$ cat src/common/spsa_pkg.sv
package spsa_pkg;
  // ----------------------------------------------------------------
  // Register map (byte addresses)
  // ----------------------------------------------------------------
  localparam int ADDR_W = 8;
  localparam logic [7:0] REG_CTRL = 8'h00;
  localparam logic [7:0] REG_CMD = 8'h04;
  localparam logic [7:0] REG_SPEED = 8'h08;
  localparam logic [7:0] REG_TRAVEL = 8'h0C;
  localparam logic [7:0] REG_TRAVEL_CHG = 8'h10;
  localparam logic [7:0] REG_STROKE_HI = 8'h14;
  localparam logic [7:0] REG_STROKE_LO = 8'h18;
  localparam logic [7:0] REG_DECEL = 8'h1C;
  localparam logic [7:0] REG_STATUS = 8'h20;
  localparam logic [7:0] REG_FEED = 8'h24;
  localparam logic [7:0] REG_POST_LO = 8'h28;
  localparam logic [7:0] REG_POST_HI = 8'h2C;
  localparam logic [7:0] REG_IRQ_ST = 8'h30;
  localparam logic [7:0] REG_IRQ_MASK = 8'h34;
  // ----------------------------------------------------------------
  // Field positions and values
  // ----------------------------------------------------------------
  localparam int CTRL_KEEP = 0;
  localparam int CTRL_EN = 1;
  localparam int CTRL_NC = 2;
  localparam int CMD_FWD = 0;
  localparam int CMD_REV = 1;
  localparam int CMD_RESTART = 2;
  localparam int CMD_STOP = 3;
  localparam int ST_START_ACC = 0;
  localparam int ST_SPEED_CTRL = 1;
  localparam int ST_DONE = 2;
  localparam int ST_ERR = 3;
  localparam int ST_CODE_LSB = 16;
  localparam int IRQ_DONE = 0;
  localparam int IRQ_ERR = 1;
  localparam int IRQ_SW = 2;
  localparam logic [15:0] ERR_OVERRUN = 16'h00D1;
  localparam logic [15:0] ERR_STROKE = 16'h00D2;
  localparam logic [31:0] STROKE_HI_RST = 32'h7FFF_FFFF;
  localparam logic [31:0] STROKE_LO_RST = 32'h8000_0000;
  localparam logic [1:0] RESP_OKAY = 2'h0;
  localparam logic [1:0] RESP_DECERR = 2'h3;
  // ----------------------------------------------------------------
  // Timing
  // ----------------------------------------------------------------
  localparam int CLK_PERIOD_NS = 100;
  localparam int OP_CYCLE_NS = 1000000;
  localparam int OP_DIV_DEFAULT = OP_CYCLE_NS / CLK_PERIOD_NS;

  typedef enum logic [2:0] {PH_IDLE, PH_SPEED, PH_POS, PH_STOP, PH_ABORT, PH_HALT} spsa_phase_e;
endpackage

$ cat src/spsa_axis_seq.sv
// Notes on behaviour
// - Switch edge polarity set by contact type
// - Keep off: feed cleared, then updated
// - Keep on: feed kept, then updated
// - Negative travel gives deceleration stop
// - Switch event loads travel-change register
// - Post-switch travel held as two words
// - Switch needs start, speed phase, enable
// - Enabled active switch at start: position only
// - Travel below deceleration distance: decelerate now
// - Overrun: error 209, no completion flag
// - No stroke check in speed; error 210
// - Re-start accepted after stop, either phase
// - Speed-phase re-start switches on later event
// - Position-phase re-start finishes original travel
// - Re-start uses speed latched at start
// - Forward increases address, reverse decreases
// - Enable after active switch: no switch
module spsa_axis_seq
  import spsa_pkg::*;
#(
  parameter int OP_DIV = OP_DIV_DEFAULT
) (
  // Clock and reset
  input wire logic core_clk,
  input wire logic rst_n,
  // AXI4-Lite slave
  input wire logic [ADDR_W-1:0] s_axi_awaddr,
  input wire logic s_axi_awvalid,
  output logic s_axi_awready,
  input wire logic [31:0] s_axi_wdata,
  input wire logic [3:0] s_axi_wstrb,
  input wire logic s_axi_wvalid,
  output logic s_axi_wready,
  output logic [1:0] s_axi_bresp,
  output logic s_axi_bvalid,
  input wire logic s_axi_bready,
  input wire logic [ADDR_W-1:0] s_axi_araddr,
  input wire logic s_axi_arvalid,
  output logic s_axi_arready,
  output logic [31:0] s_axi_rdata,
  output logic [1:0] s_axi_rresp,
  output logic s_axi_rvalid,
  input wire logic s_axi_rready,
  // Axis side
  input wire logic switchPin,
  input wire logic [31:0] deviation,
  output logic [15:0] axisSpeed,
  output logic axisDirNeg,
  output logic [31:0] feedValue,
  // Interrupt
  output logic irq
);
  generate
    if (OP_DIV < 2) begin : g_bad_div
      $error("OP_DIV must be at least 2");
    end
  endgenerate

  typedef struct packed {
    logic [2:0] ctrl;
    logic [3:0] cmd;
    logic [15:0] speedSet;
    logic [31:0] travelInd;
    logic [31:0] travelChg;
    logic [31:0] strokeHi;
    logic [31:0] strokeLo;
    logic [3:0] decelShift;
    spsa_phase_e ph;
    logic haltPos;
    logic [15:0] spd;
    logic [15:0] latSpd;
    logic dirNeg;
    logic [31:0] feed;
    logic [31:0] remain;
    logic [31:0] post;
    logic [15:0] errCode;
    logic startAcc;
    logic speedCtrl;
    logic done;
    logic errFlag;
    logic sync1;
    logic sync2;
    logic swPrev;
    logic [2:0] irqSt;
    logic [2:0] irqMask;
    logic irq;
    logic [31:0] divCnt;
    logic awReady;
    logic wReady;
    logic awHeld;
    logic wHeld;
    logic [ADDR_W-1:0] awAddr;
    logic [31:0] wData;
    logic [3:0] wStrb;
    logic bValid;
    logic [1:0] bResp;
    logic arReady;
    logic rValid;
    logic [1:0] rResp;
    logic [31:0] rData;
  } spsa_state_s;

  spsa_state_s s;
  spsa_state_s n;
  logic opEn;
  logic swAct;
  logic swEvt;
  logic startCmd;
  logic goPos;
  logic [31:0] tSel;
  logic [31:0] dd;
  logic [31:0] mv;
  logic [31:0] tgt;
  logic [15:0] step;
  logic [2:0] setIrq;
  logic [2:0] clrIrq;
  logic [31:0] rdVal;

  // ----------------------------------------------------------------
  // Helpers
  // ----------------------------------------------------------------
  function automatic logic regMapped(input logic [ADDR_W-1:0] a);
    case (a)
      REG_CTRL, REG_CMD, REG_SPEED, REG_TRAVEL, REG_TRAVEL_CHG, REG_STROKE_HI,
      REG_STROKE_LO, REG_DECEL, REG_STATUS, REG_FEED, REG_POST_LO, REG_POST_HI,
      REG_IRQ_ST, REG_IRQ_MASK: regMapped = 1'b1;
      default: regMapped = 1'b0;
    endcase
  endfunction

  function automatic logic [31:0] merge(input logic [31:0] o, input logic [31:0] d,
                                        input logic [3:0] st);
    for (int i = 0; i < 4; i++) begin
      o[i*8 +: 8] = st[i] ? d[i*8 +: 8] : o[i*8 +: 8];
    end
    merge = o;
  endfunction

  // Distance to stop from speed v with step 2^sh, plus servo lag
  function automatic logic [31:0] decelDist(input logic [15:0] v, input logic [3:0] sh,
                                            input logic [31:0] dev);
    logic [31:0] sq;
    sq = 32'(v) * 32'(v);
    decelDist = (sq >> (5'(sh) + 5'd1)) + (dev[31] ? 32'(-dev) : dev);
  endfunction

  assign opEn = (s.divCnt == 32'(OP_DIV - 1));
  assign swAct = s.sync2 ^ s.ctrl[CTRL_NC];
  assign swEvt = opEn && swAct && !s.swPrev && s.ctrl[CTRL_EN] && s.startAcc &&
                 (s.ph == PH_SPEED) && !s.cmd[CMD_STOP];
  assign startCmd = s.cmd[CMD_FWD] || s.cmd[CMD_REV];
  assign step = 16'(16'h0001 << s.decelShift);

  // ----------------------------------------------------------------
  // Next state
  // ----------------------------------------------------------------
  always_comb begin
    n = s;
    goPos = 1'b0;
    tSel = '0;
    dd = '0;
    mv = '0;
    tgt = '0;
    setIrq = '0;
    clrIrq = '0;
    rdVal = '0;
    n.sync1 = switchPin;
    n.sync2 = s.sync1;
    n.divCnt = opEn ? '0 : s.divCnt + 32'd1;
    if (opEn) begin
      n.swPrev = swAct;
      n.cmd = '0;
      case (s.ph)
        PH_IDLE, PH_HALT: begin
          if (startCmd) begin
            n.latSpd = s.speedSet;
            n.dirNeg = !s.cmd[CMD_FWD];
            n.feed = s.ctrl[CTRL_KEEP] ? s.feed : '0;
            n.spd = '0;
            n.post = '0;
            n.done = 1'b0;
            n.errFlag = 1'b0;
            n.errCode = '0;
            n.startAcc = 1'b1;
            n.haltPos = 1'b0;
            if (s.ctrl[CTRL_EN] && swAct) begin
              goPos = 1'b1;
              tSel = s.travelInd;
            end else begin
              n.ph = PH_SPEED;
              n.speedCtrl = 1'b1;
            end
          end else if (s.ph == PH_HALT && s.cmd[CMD_RESTART]) begin
            n.spd = '0;
            n.startAcc = 1'b1;
            n.ph = s.haltPos ? PH_POS : PH_SPEED;
            n.speedCtrl = !s.haltPos;
          end
        end
        PH_SPEED: begin
          if (s.cmd[CMD_STOP]) begin
            n.ph = PH_STOP;
            n.haltPos = 1'b0;
          end else if (swEvt) begin
            goPos = 1'b1;
            tSel = s.travelChg;
            setIrq[IRQ_SW] = 1'b1;
          end else begin
            n.spd = (s.spd + step >= s.latSpd) ? s.latSpd : 16'(s.spd + step);
            mv = 32'(n.spd);
          end
        end
        PH_POS: begin
          if (s.cmd[CMD_STOP]) begin
            n.ph = PH_STOP;
            n.haltPos = 1'b1;
          end else begin
            dd = decelDist(s.spd, s.decelShift, deviation);
            if (s.remain <= dd) begin
              n.spd = (s.spd > step) ? 16'(s.spd - step) : 16'h0001;
            end else begin
              n.spd = (s.spd + step >= s.latSpd) ? s.latSpd : 16'(s.spd + step);
            end
            mv = (32'(n.spd) < s.remain) ? 32'(n.spd) : s.remain;
            n.remain = s.remain - mv;
            n.post = s.post + mv;
            if (n.remain == '0) begin
              n.ph = PH_IDLE;
              n.done = 1'b1;
              n.startAcc = 1'b0;
              n.spd = '0;
              setIrq[IRQ_DONE] = 1'b1;
            end
          end
        end
        PH_STOP, PH_ABORT: begin
          n.spd = (s.spd > step) ? 16'(s.spd - step) : '0;
          mv = 32'(n.spd);
          // Stop ramp out of position phase still eats into the travel
          if (s.ph == PH_STOP && s.haltPos) begin
            mv = (32'(n.spd) < s.remain) ? 32'(n.spd) : s.remain;
            n.remain = s.remain - mv;
            n.post = s.post + mv;
          end
          if (n.spd == '0) begin
            n.ph = (s.ph == PH_STOP) ? PH_HALT : PH_IDLE;
            n.startAcc = 1'b0;
            n.speedCtrl = 1'b0;
          end
        end
        default: n.ph = PH_IDLE;
      endcase
      if (goPos) begin
        n.speedCtrl = 1'b0;
        n.post = '0;
        dd = decelDist(s.spd, s.decelShift, deviation);
        tgt = n.feed + (s.dirNeg && !startCmd || startCmd && !s.cmd[CMD_FWD] ? 32'(-tSel)
                        : tSel);
        if (tSel[31]) begin
          n.ph = PH_ABORT;
        end else if ($signed(tgt) > $signed(s.strokeHi) ||
                     $signed(tgt) < $signed(s.strokeLo)) begin
          n.ph = PH_ABORT;
          n.errFlag = 1'b1;
          n.errCode = ERR_STROKE;
          setIrq[IRQ_ERR] = 1'b1;
        end else if (tSel < dd) begin
          n.ph = PH_ABORT;
          n.errFlag = 1'b1;
          n.errCode = ERR_OVERRUN;
          setIrq[IRQ_ERR] = 1'b1;
        end else begin
          n.ph = PH_POS;
          n.remain = tSel;
        end
      end
      n.feed = n.feed + (n.dirNeg ? 32'(-mv) : mv);
    end

    // Write channel: address and data taken in either order
    if (s_axi_awvalid && s.awReady) begin
      n.awAddr = s_axi_awaddr;
      n.awHeld = 1'b1;
    end
    if (s_axi_wvalid && s.wReady) begin
      n.wData = s_axi_wdata;
      n.wStrb = s_axi_wstrb;
      n.wHeld = 1'b1;
    end
    if (s.awHeld && s.wHeld && !s.bValid) begin
      n.awHeld = 1'b0;
      n.wHeld = 1'b0;
      n.bValid = 1'b1;
      n.bResp = regMapped(s.awAddr) ? RESP_OKAY : RESP_DECERR;
      case (s.awAddr)
        REG_CTRL: n.ctrl = 3'(merge(32'(s.ctrl), s.wData, s.wStrb));
        REG_CMD: n.cmd = n.cmd | 4'(merge('0, s.wData, s.wStrb));
        REG_SPEED: n.speedSet = 16'(merge(32'(s.speedSet), s.wData, s.wStrb));
        REG_TRAVEL: n.travelInd = merge(s.travelInd, s.wData, s.wStrb);
        REG_TRAVEL_CHG: n.travelChg = merge(s.travelChg, s.wData, s.wStrb);
        REG_STROKE_HI: n.strokeHi = merge(s.strokeHi, s.wData, s.wStrb);
        REG_STROKE_LO: n.strokeLo = merge(s.strokeLo, s.wData, s.wStrb);
        REG_DECEL: n.decelShift = 4'(merge(32'(s.decelShift), s.wData, s.wStrb));
        REG_IRQ_ST: clrIrq = 3'(merge('0, s.wData, s.wStrb));
        REG_IRQ_MASK: n.irqMask = 3'(merge(32'(s.irqMask), s.wData, s.wStrb));
        default: ;
      endcase
    end
    if (s.bValid && s_axi_bready) begin
      n.bValid = 1'b0;
    end
    n.awReady = !n.awHeld;
    n.wReady = !n.wHeld;

    // Read channel
    case (s_axi_araddr)
      REG_CTRL: rdVal = 32'(s.ctrl);
      REG_SPEED: rdVal = 32'(s.speedSet);
      REG_TRAVEL: rdVal = s.travelInd;
      REG_TRAVEL_CHG: rdVal = s.travelChg;
      REG_STROKE_HI: rdVal = s.strokeHi;
      REG_STROKE_LO: rdVal = s.strokeLo;
      REG_DECEL: rdVal = 32'(s.decelShift);
      REG_STATUS: begin
        rdVal[ST_START_ACC] = s.startAcc;
        rdVal[ST_SPEED_CTRL] = s.speedCtrl;
        rdVal[ST_DONE] = s.done;
        rdVal[ST_ERR] = s.errFlag;
        rdVal[ST_CODE_LSB +: 16] = s.errCode;
      end
      REG_FEED: rdVal = s.feed;
      REG_POST_LO: rdVal = 32'(s.post[15:0]);
      REG_POST_HI: rdVal = 32'(s.post[31:16]);
      REG_IRQ_ST: rdVal = 32'(s.irqSt);
      REG_IRQ_MASK: rdVal = 32'(s.irqMask);
      default: rdVal = '0;
    endcase
    if (s_axi_arvalid && s.arReady) begin
      n.rData = rdVal;
      n.rResp = regMapped(s_axi_araddr) ? RESP_OKAY : RESP_DECERR;
      n.rValid = 1'b1;
      n.arReady = 1'b0;
    end else if (s.rValid && s_axi_rready) begin
      n.rValid = 1'b0;
      n.arReady = 1'b1;
    end

    // Sticky events, set wins over clear
    n.irqSt = (s.irqSt & ~clrIrq) | setIrq;
    n.irq = |(n.irqSt & n.irqMask);
  end

  always_ff @(posedge core_clk or negedge rst_n) begin
    if (!rst_n) begin
      s <= '0;
      s.ph <= PH_IDLE;
      s.strokeHi <= STROKE_HI_RST;
      s.strokeLo <= STROKE_LO_RST;
      s.awReady <= 1'b1;
      s.wReady <= 1'b1;
      s.arReady <= 1'b1;
    end else begin
      s <= n;
    end
  end

  assign s_axi_awready = s.awReady;
  assign s_axi_wready = s.wReady;
  assign s_axi_bvalid = s.bValid;
  assign s_axi_bresp = s.bResp;
  assign s_axi_arready = s.arReady;
  assign s_axi_rvalid = s.rValid;
  assign s_axi_rdata = s.rData;
  assign s_axi_rresp = s.rResp;
  assign axisSpeed = s.spd;
  assign axisDirNeg = s.dirNeg;
  assign feedValue = s.feed;
  assign irq = s.irq;
endmodule // spsa_axis_seq

$ cat config.mk
export PLATFORM = sky130hd
export DESIGN_NAME = spsa_axis_seq
export DESIGN_NICKNAME = d
export VERILOG_FILES = /design/src/common/spsa_pkg.sv /design/src/spsa_axis_seq.sv
export SDC_FILE = /design/constraint.sdc
export NUM_CORES = 2
export LEC_CHECK = 0
export ABC_AREA = 1
export CAP_MARGIN = 20
export CORE_ASPECT_RATIO = 0.8
export CORE_UTILIZATION = 30
export DETAILED_ROUTE_END_ITERATION = 6
export DONT_BUFFER_PORTS = 1
export PLACE_DENSITY = 0.46
export SLEW_MARGIN = 5
export SYNTH_ARGS = -nofsm -noshare
export SYNTH_HDL_FRONTEND = slang
export SYNTH_SLANG_ARGS = --single-unit
$ cat constraint.sdc
create_clock -name core_clk -period 38 [get_ports core_clk]
set_input_delay 1.9 -clock core_clk [delete_from_list [all_inputs] [get_ports core_clk]]
set_output_delay 1.9 -clock core_clk [all_outputs]
set_load 0.05 [all_outputs]
# Yosys cells after proc, flatten, opt, wreduce, memory -nomap -nowiden
# Memories as Yosys holds them, arrays and structs flattened.
# Cells that the tools add are included.
[classes]
addsub = 14
multipliers = 1
magnitude_cmp = 8
eq_ne = 46
shifts = 2
muxes = 149
n_bitwise = 6
reduce_logical = 75
[ops]
columns = ["op", "count"]
rows = [
  ["two-way mux 32 bit", 22],
  ["two-way mux 16 bit", 20],
  ["case mux 32 bit (3 select lines)", 2],
  ["adder 32 bit", 5],
  ["two-way mux 152 bit", 1],
  ["two-way mux 49 bit", 3],
  ["two-way mux 8 bit", 18],
  ["two-way mux 64 bit", 2],
  ["case mux 32 bit (2 select lines)", 2],
  ["negator 32 bit", 3],
  ["case mux 12 bit (8 select lines)", 1],
  ["case mux 16 bit (6 select lines)", 1],
  ["two-way mux 80 bit", 1],
  ["== test 8 x 5 -> 1 bit (second input constant)", 8],
  ["== test 8 x 6 -> 1 bit (second input constant)", 8],
  ["< comparator 16 x 32 -> 1 bit", 2],
  ["< comparator 32 bit", 2],
  ["case mux 16 bit (4 select lines)", 1],
  ["subtractor 32 bit", 2],
  ["AND reduction 3 bit", 21],
  ["two-way mux 3 bit", 18],
  ["case mux 4 bit (13 select lines)", 1],
  ["two-way mux 48 bit", 1],
  ["two-way mux 1 bit", 33],
  ["47 further kinds", 123],
]
[totals]
register_bits = 437
mem_bits_ro = 128
in_bits = 92
output_inout_bits = 91
wordCells = 357
n_memories = 2
[memory_table]
columns = ["memory", "depth", "word_bits", "rd", "rd_clocked_by_memory_dff", "write_ports", "line", "source"]
rows = [
  ["(name not given)", 64, 1, 1, 0, 0, "spsa_axis_seq.sv:124", "case (a)"],
  ["(name not given)", 64, 1, 1, 0, 0, "spsa_axis_seq.sv:124", ""],
]

# Depth between registers and ports, before layout
[depth]
word_depth = 23
ltp_mapped = 119
depth_no_buf = 116

# Worst setup path after synthesis
# Ideal clock, no wire load.
[synth_path]
path_kind = "register to register"
from = "reg s, in the netlist axisSpeed[1]"
to = "reg s, in the netlist feedValue[30]"
setup_time_ns = 0.129
t_arrival_ns = 15.035
required_ns = 37.871
slack_ns = 22.836
path_stages_with_launch = 112
path_buffers = 5
period_less_slack_ns = 15.164
path_cell_list = "dfrtp_1 > clkbuf_1 > clkbuf_1 > nand2_1 > fa_1 > inv_1 > fa_1 > ha_1 > fa_1 > inv_1 > fa_1 > inv_1 > fa_1 > ha_1 > nand2_1 > nor3_1 > nand2_1 > o211ai_1 > [76 not listed] > nand2_1 > nand4_1 > nand2_1 > nand2_1 > nand2_1 > a21oi_1 > o21bai_1 > a21oi_1 > o21bai_1 > nand3_1 > nand2_1 > nand3_1 > nand2_1 > inv_1 > o41ai_1 > a21oi_1 > o21ai_0 > o21ai_0"
[synth_via]
elab_chain_cells = 16
word_cells_on_any_way = 28
classes_between = "5 x add/sub; 1 x mul; 5 x order compare; 1 x shift; 16 x mux"
[synth_rtl]
columns = ["element", "line", "source"]
rows = [
  ["from (decl)", "spsa_axis_seq.sv:104", "spsa_state_s s;"],
  ["from (signal assigned)", "spsa_axis_seq.sv:364", "s <= n;"],
  ["multiplier 16 x 16 -> 32 bit", "spsa_axis_seq.sv:144", "sq = 32'(v) * 32'(v);"],
  [">> shifter 32 x 5 -> 32 bit", "spsa_axis_seq.sv:145", "decelDist = (sq >> (5'(sh) + 5'd1)) + (dev[31] ? 32'(-dev) : dev);"],
  ["adder 32 bit", "spsa_axis_seq.sv:145", ""],
  ["<= comparator 32 bit", "spsa_axis_seq.sv:220", "if (s.remain <= dd) begin"],
  ["two-way mux 16 bit", "spsa_axis_seq.sv:220", ""],
  ["two-way mux 16 bit", "spsa_axis_seq.sv:215", "if (s.cmd[CMD_STOP]) begin"],
  ["two-way mux 16 bit", "spsa_axis_seq.sv:174", "case (s.ph)"],
  ["two-way mux 16 bit", "spsa_axis_seq.sv:171", "if (opEn) begin"],
  ["< comparator 16 x 32 -> 1 bit", "spsa_axis_seq.sv:225", "mv = (32'(n.spd) < s.remain) ? 32'(n.spd) : s.remain;"],
  ["two-way mux 32 bit", "spsa_axis_seq.sv:225", ""],
  ["two-way mux 32 bit", "spsa_axis_seq.sv:215", ""],
  ["case mux 32 bit (3 select lines) *", "spsa_axis_seq.sv:174", ""],
  ["two-way mux 32 bit *", "spsa_axis_seq.sv:171", ""],
  ["negator 32 bit", "spsa_axis_seq.sv:278", "n.feed = n.feed + (n.dirNeg ? 32'(-mv) : mv);"],
  ["two-way mux 32 bit *", "spsa_axis_seq.sv:278", ""],
  ["adder 32 bit *", "spsa_axis_seq.sv:278", ""],
]
# Every way passes the cells marked *; elsewhere a longest branch is shown, timed or not. The select of a mux whose other input is x is not followed.
# A chain may end at the register's enable or synchronous reset.

# Worst setup path after layout
[layout_path]
from = "reg s, in the netlist axisSpeed[6]"
to = "reg s, in the netlist feedValue[31]"
# Same word-level chain as after synthesis.

==> results.toml <==
[synthesis]
synth_seq_area_share_pct = 23.63
synth_edf_count = 0
yosysTopAreaCellShare_pct = 21.65
synth.area.top_cells = "dfrtp_1 22%, ha_1 13%, nand2_1 11%"
synthXorXnorAreaFrac_pct = 4.830
synth_top_flop_cell = "dfrtp_1"
synth_top_family_by_area = "adder cells"
syn_area_per_cell_um2 = 7.161
synth_fa_ha_area_share_pct = 20.60
synth_seq_cells = 435
synth-async-reset-ratio_pct = 100.0
synth-simple-area-share_pct = 20.09
synth_area_um2 = 46240
synth_compound_area_share_pct = 18.26
synth_top_area_cell = "dfrtp_1"
synth_warnings = 0
netlist_instances = 6458
ys_types = 68
muxShareOfSynthArea_pct = 0.5493

[power_and_ir_drop]
finalPower_uw = 3970
ir_drop_mv = 0.07718
power.leakage_uw = 0.02468
power_density_nw_per_um2 = 79.38

[placement]
place.gp.congestion = 0.9662
portBuffers = 0
hpwl_um = 141000
dp_slack_ps = 19730

[clocking]
cts_setup_buffers = 0
cts_hold_buf = 0
clk_latency_ps = 650
clock_sinks = 435
cts_buffers = 53
cts_tree = "done"
clk_pin_slew_ps = 70
cts_root_buffer = "clkbuf_16"
cts_resized = 0
htree_levels = 2
clk_path_buf_depth = 3

[global_route]
grt-ovfl-total = 0
grtUsageTotal_pct = 22.42
antenna_found_initial = 4
grt_max_degree = 436
grt_pass1_vias = 41310
grt_pass1_wl_um = 266800

[floorplan]
dieArea_um2 = 155700
die_h_um = 353.2
initial_core_util_pct = 30.30
ios = 183
die_w_um = 441.0
core_um2 = 152600
rows = 128

[timing]
grt_setup_unrepaired = "false"
setup_tns_ps = 0
layout_setup_ws_ps = 19710
worstMarginPinSlew_ps = 1494
period_minus_slack_ps = 18290
fin_crit_sh_pct = 48.13
setup_viol = 0
slew_headroom_pct = 0.4286
maxSlewViolCount = 0
timing.fmax_mhz = 54.67
finalClockSkew_ps = 30.43
hold_viol_final = 0

[worst_setup_path]
cp-start-kind = "flop"
critPathRequiredTime_ps = 38530
slowest_stage = "o31ai_1"
critPathMaxFanout = 30
path_common_cell = "nand2_1"
cpPeakStageDelay_ps = 680
critical_path_class = "reg -> reg"
arrival_ps = 18820
endpoint_kind = "flop"

[status]
status = "finished, final reports clean"

[route]
num_vias = 42720
wl_per_cell_um = 21.00
drtIter0Drc = 3767
drc_errors = 0
avgViaCountPerCell = 5.089
drt-pass1-iter-count = 6
drt-total-wl_um = 176300
ant_nets = 0

[finish]
drive_gt1_share_pct = 5.033
fin_util_pct = 32.77
syn2layout_area_growth_pct = 8.142
final_nets = 7084

[worst_hold_path]
hold_path_class = "reg -> reg"

[run]
drv_cap = 0
-- final timing paths --
kind / start / end / slack (ps) / cells past startpoint
min: n[127] / s[127] / 370 / 0
max in group asynchronous: rst_n / s[161] / 35830 / 0
min in group asynchronous: rst_n / s[92] / 1000 / 0
max reg2reg: axisSpeed[6] / feedValue[31] / 19710 / 108
max: axisSpeed[6] / feedValue[31] / 19710 / 108
min reg2reg: n[127] / s[127] / 370 / 0
-- cells by family after synthesis --
family | Yosys count
xor gates and xnor gates | 255
buffers and inverters | 1383
DFF | 435
adders and majority gates | 657
and+or+nand+nor | 2224
AOI/OAI and AO/OA | 1479
other | 1
muxes | 24
-- sequential cells by signal, summed over array words and instances, names as in the netlist --
name / flops
n: 1
feedValue: 32
irq: 1
s_axi_bvalid: 1
s_axi_awready: 1
s_axi_rvalid: 1
s_axi_rresp: 1
axisSpeed: 16
s_axi_arready: 1
s: 345
axisDirNeg: 1
s_axi_rdata: 32
s_axi_bresp: 1
s_axi_wready: 1
-- worst max-delay path, delay by kind of cell (launching register included) --
kind            cells  cell delay [ps]
xor+xnor            4              620
buf+inv            10             1100
fa+ha+maj          12             4360
simple gates       57             6050
compound gates     25             5480
flops               1              530
-- final cells by class --
cell class	count	area, um^2
fillers	16600	102600
multi-input cells	4669	29920
flip-flops and latches	435	10930
inverters	1105	4148
well taps	2015	2521
clock buffers	69	1476
repair buffers	71	625.6
clock inverters	29	384.1
diodes	1	2.502
-- synthesized netlist by cell type (all sizes together), types with 55 or more instances --
| cell | number |
|---|---|
| fa | 174 |
| ha | 483 |
| o22ai | 160 |
| nand3 | 203 |
| xnor2 | 95 |
| nor2 | 439 |
| nor3 | 91 |
| nand4 | 55 |
| inv | 1098 |
| clkbuf | 152 |
| dfrtp | 400 |
| a21oi | 389 |
| nand2 | 1360 |
| buf | 126 |
| o21ai | 648 |
| xor2 | 160 |
-- power breakdown --
part	internal [uW]	switching, uW	total (uW)
registers	526	64.5	590
logic	958	1870	2830
clock network	313	240	553
-- per-stage QoR --
| step | area [um^2] | hold WS [ps] | std cells |
|---|---|---|---|
| global placement | 48010 | 346.4 | 8290 |
| CTS | 49930 | 369.0 | 8390 |
| finish | 50010 | 365.7 | 8394 |
| floorplan | 46350 | 331.2 | 6487 |
| global route | 50010 | 377.9 | 8393 |
| detailed placement | 48070 | 347.1 | 8292 |
-- cells in the final DEF, fill, tap and decap left out, drive strengths merged, types with 10 or more instances in the layout --
cell and instances:
nand2 1360, inv 1102, o21ai 648, ha 483, nor2 439, dfrtp 400
a21oi 389, nand3 203, fa 174, xor2 160, o22ai 160, xnor2 95
nor3 91, buf 71, clkbuf 69, nand4 55, o211ai 44, o21bai 42
nor4 38, dfstp 35, o221ai 34, conb 30, a31oi 26, a221oi 26
clkinv 22, or2 19, a211oi 17, o21a 16, o31ai 14, mux2i 13
a21o 11, mux2 11, o2111ai 10, a21boi 10
-- metal layers --
metal	GRT usage [%]	wire length, um
met1	33.60	86740
met3	2.613	9991
met2	34.01	75420
met4	5.066	4143
met5	0	13
No activity file was read; power rests on OpenSTA's default activity.
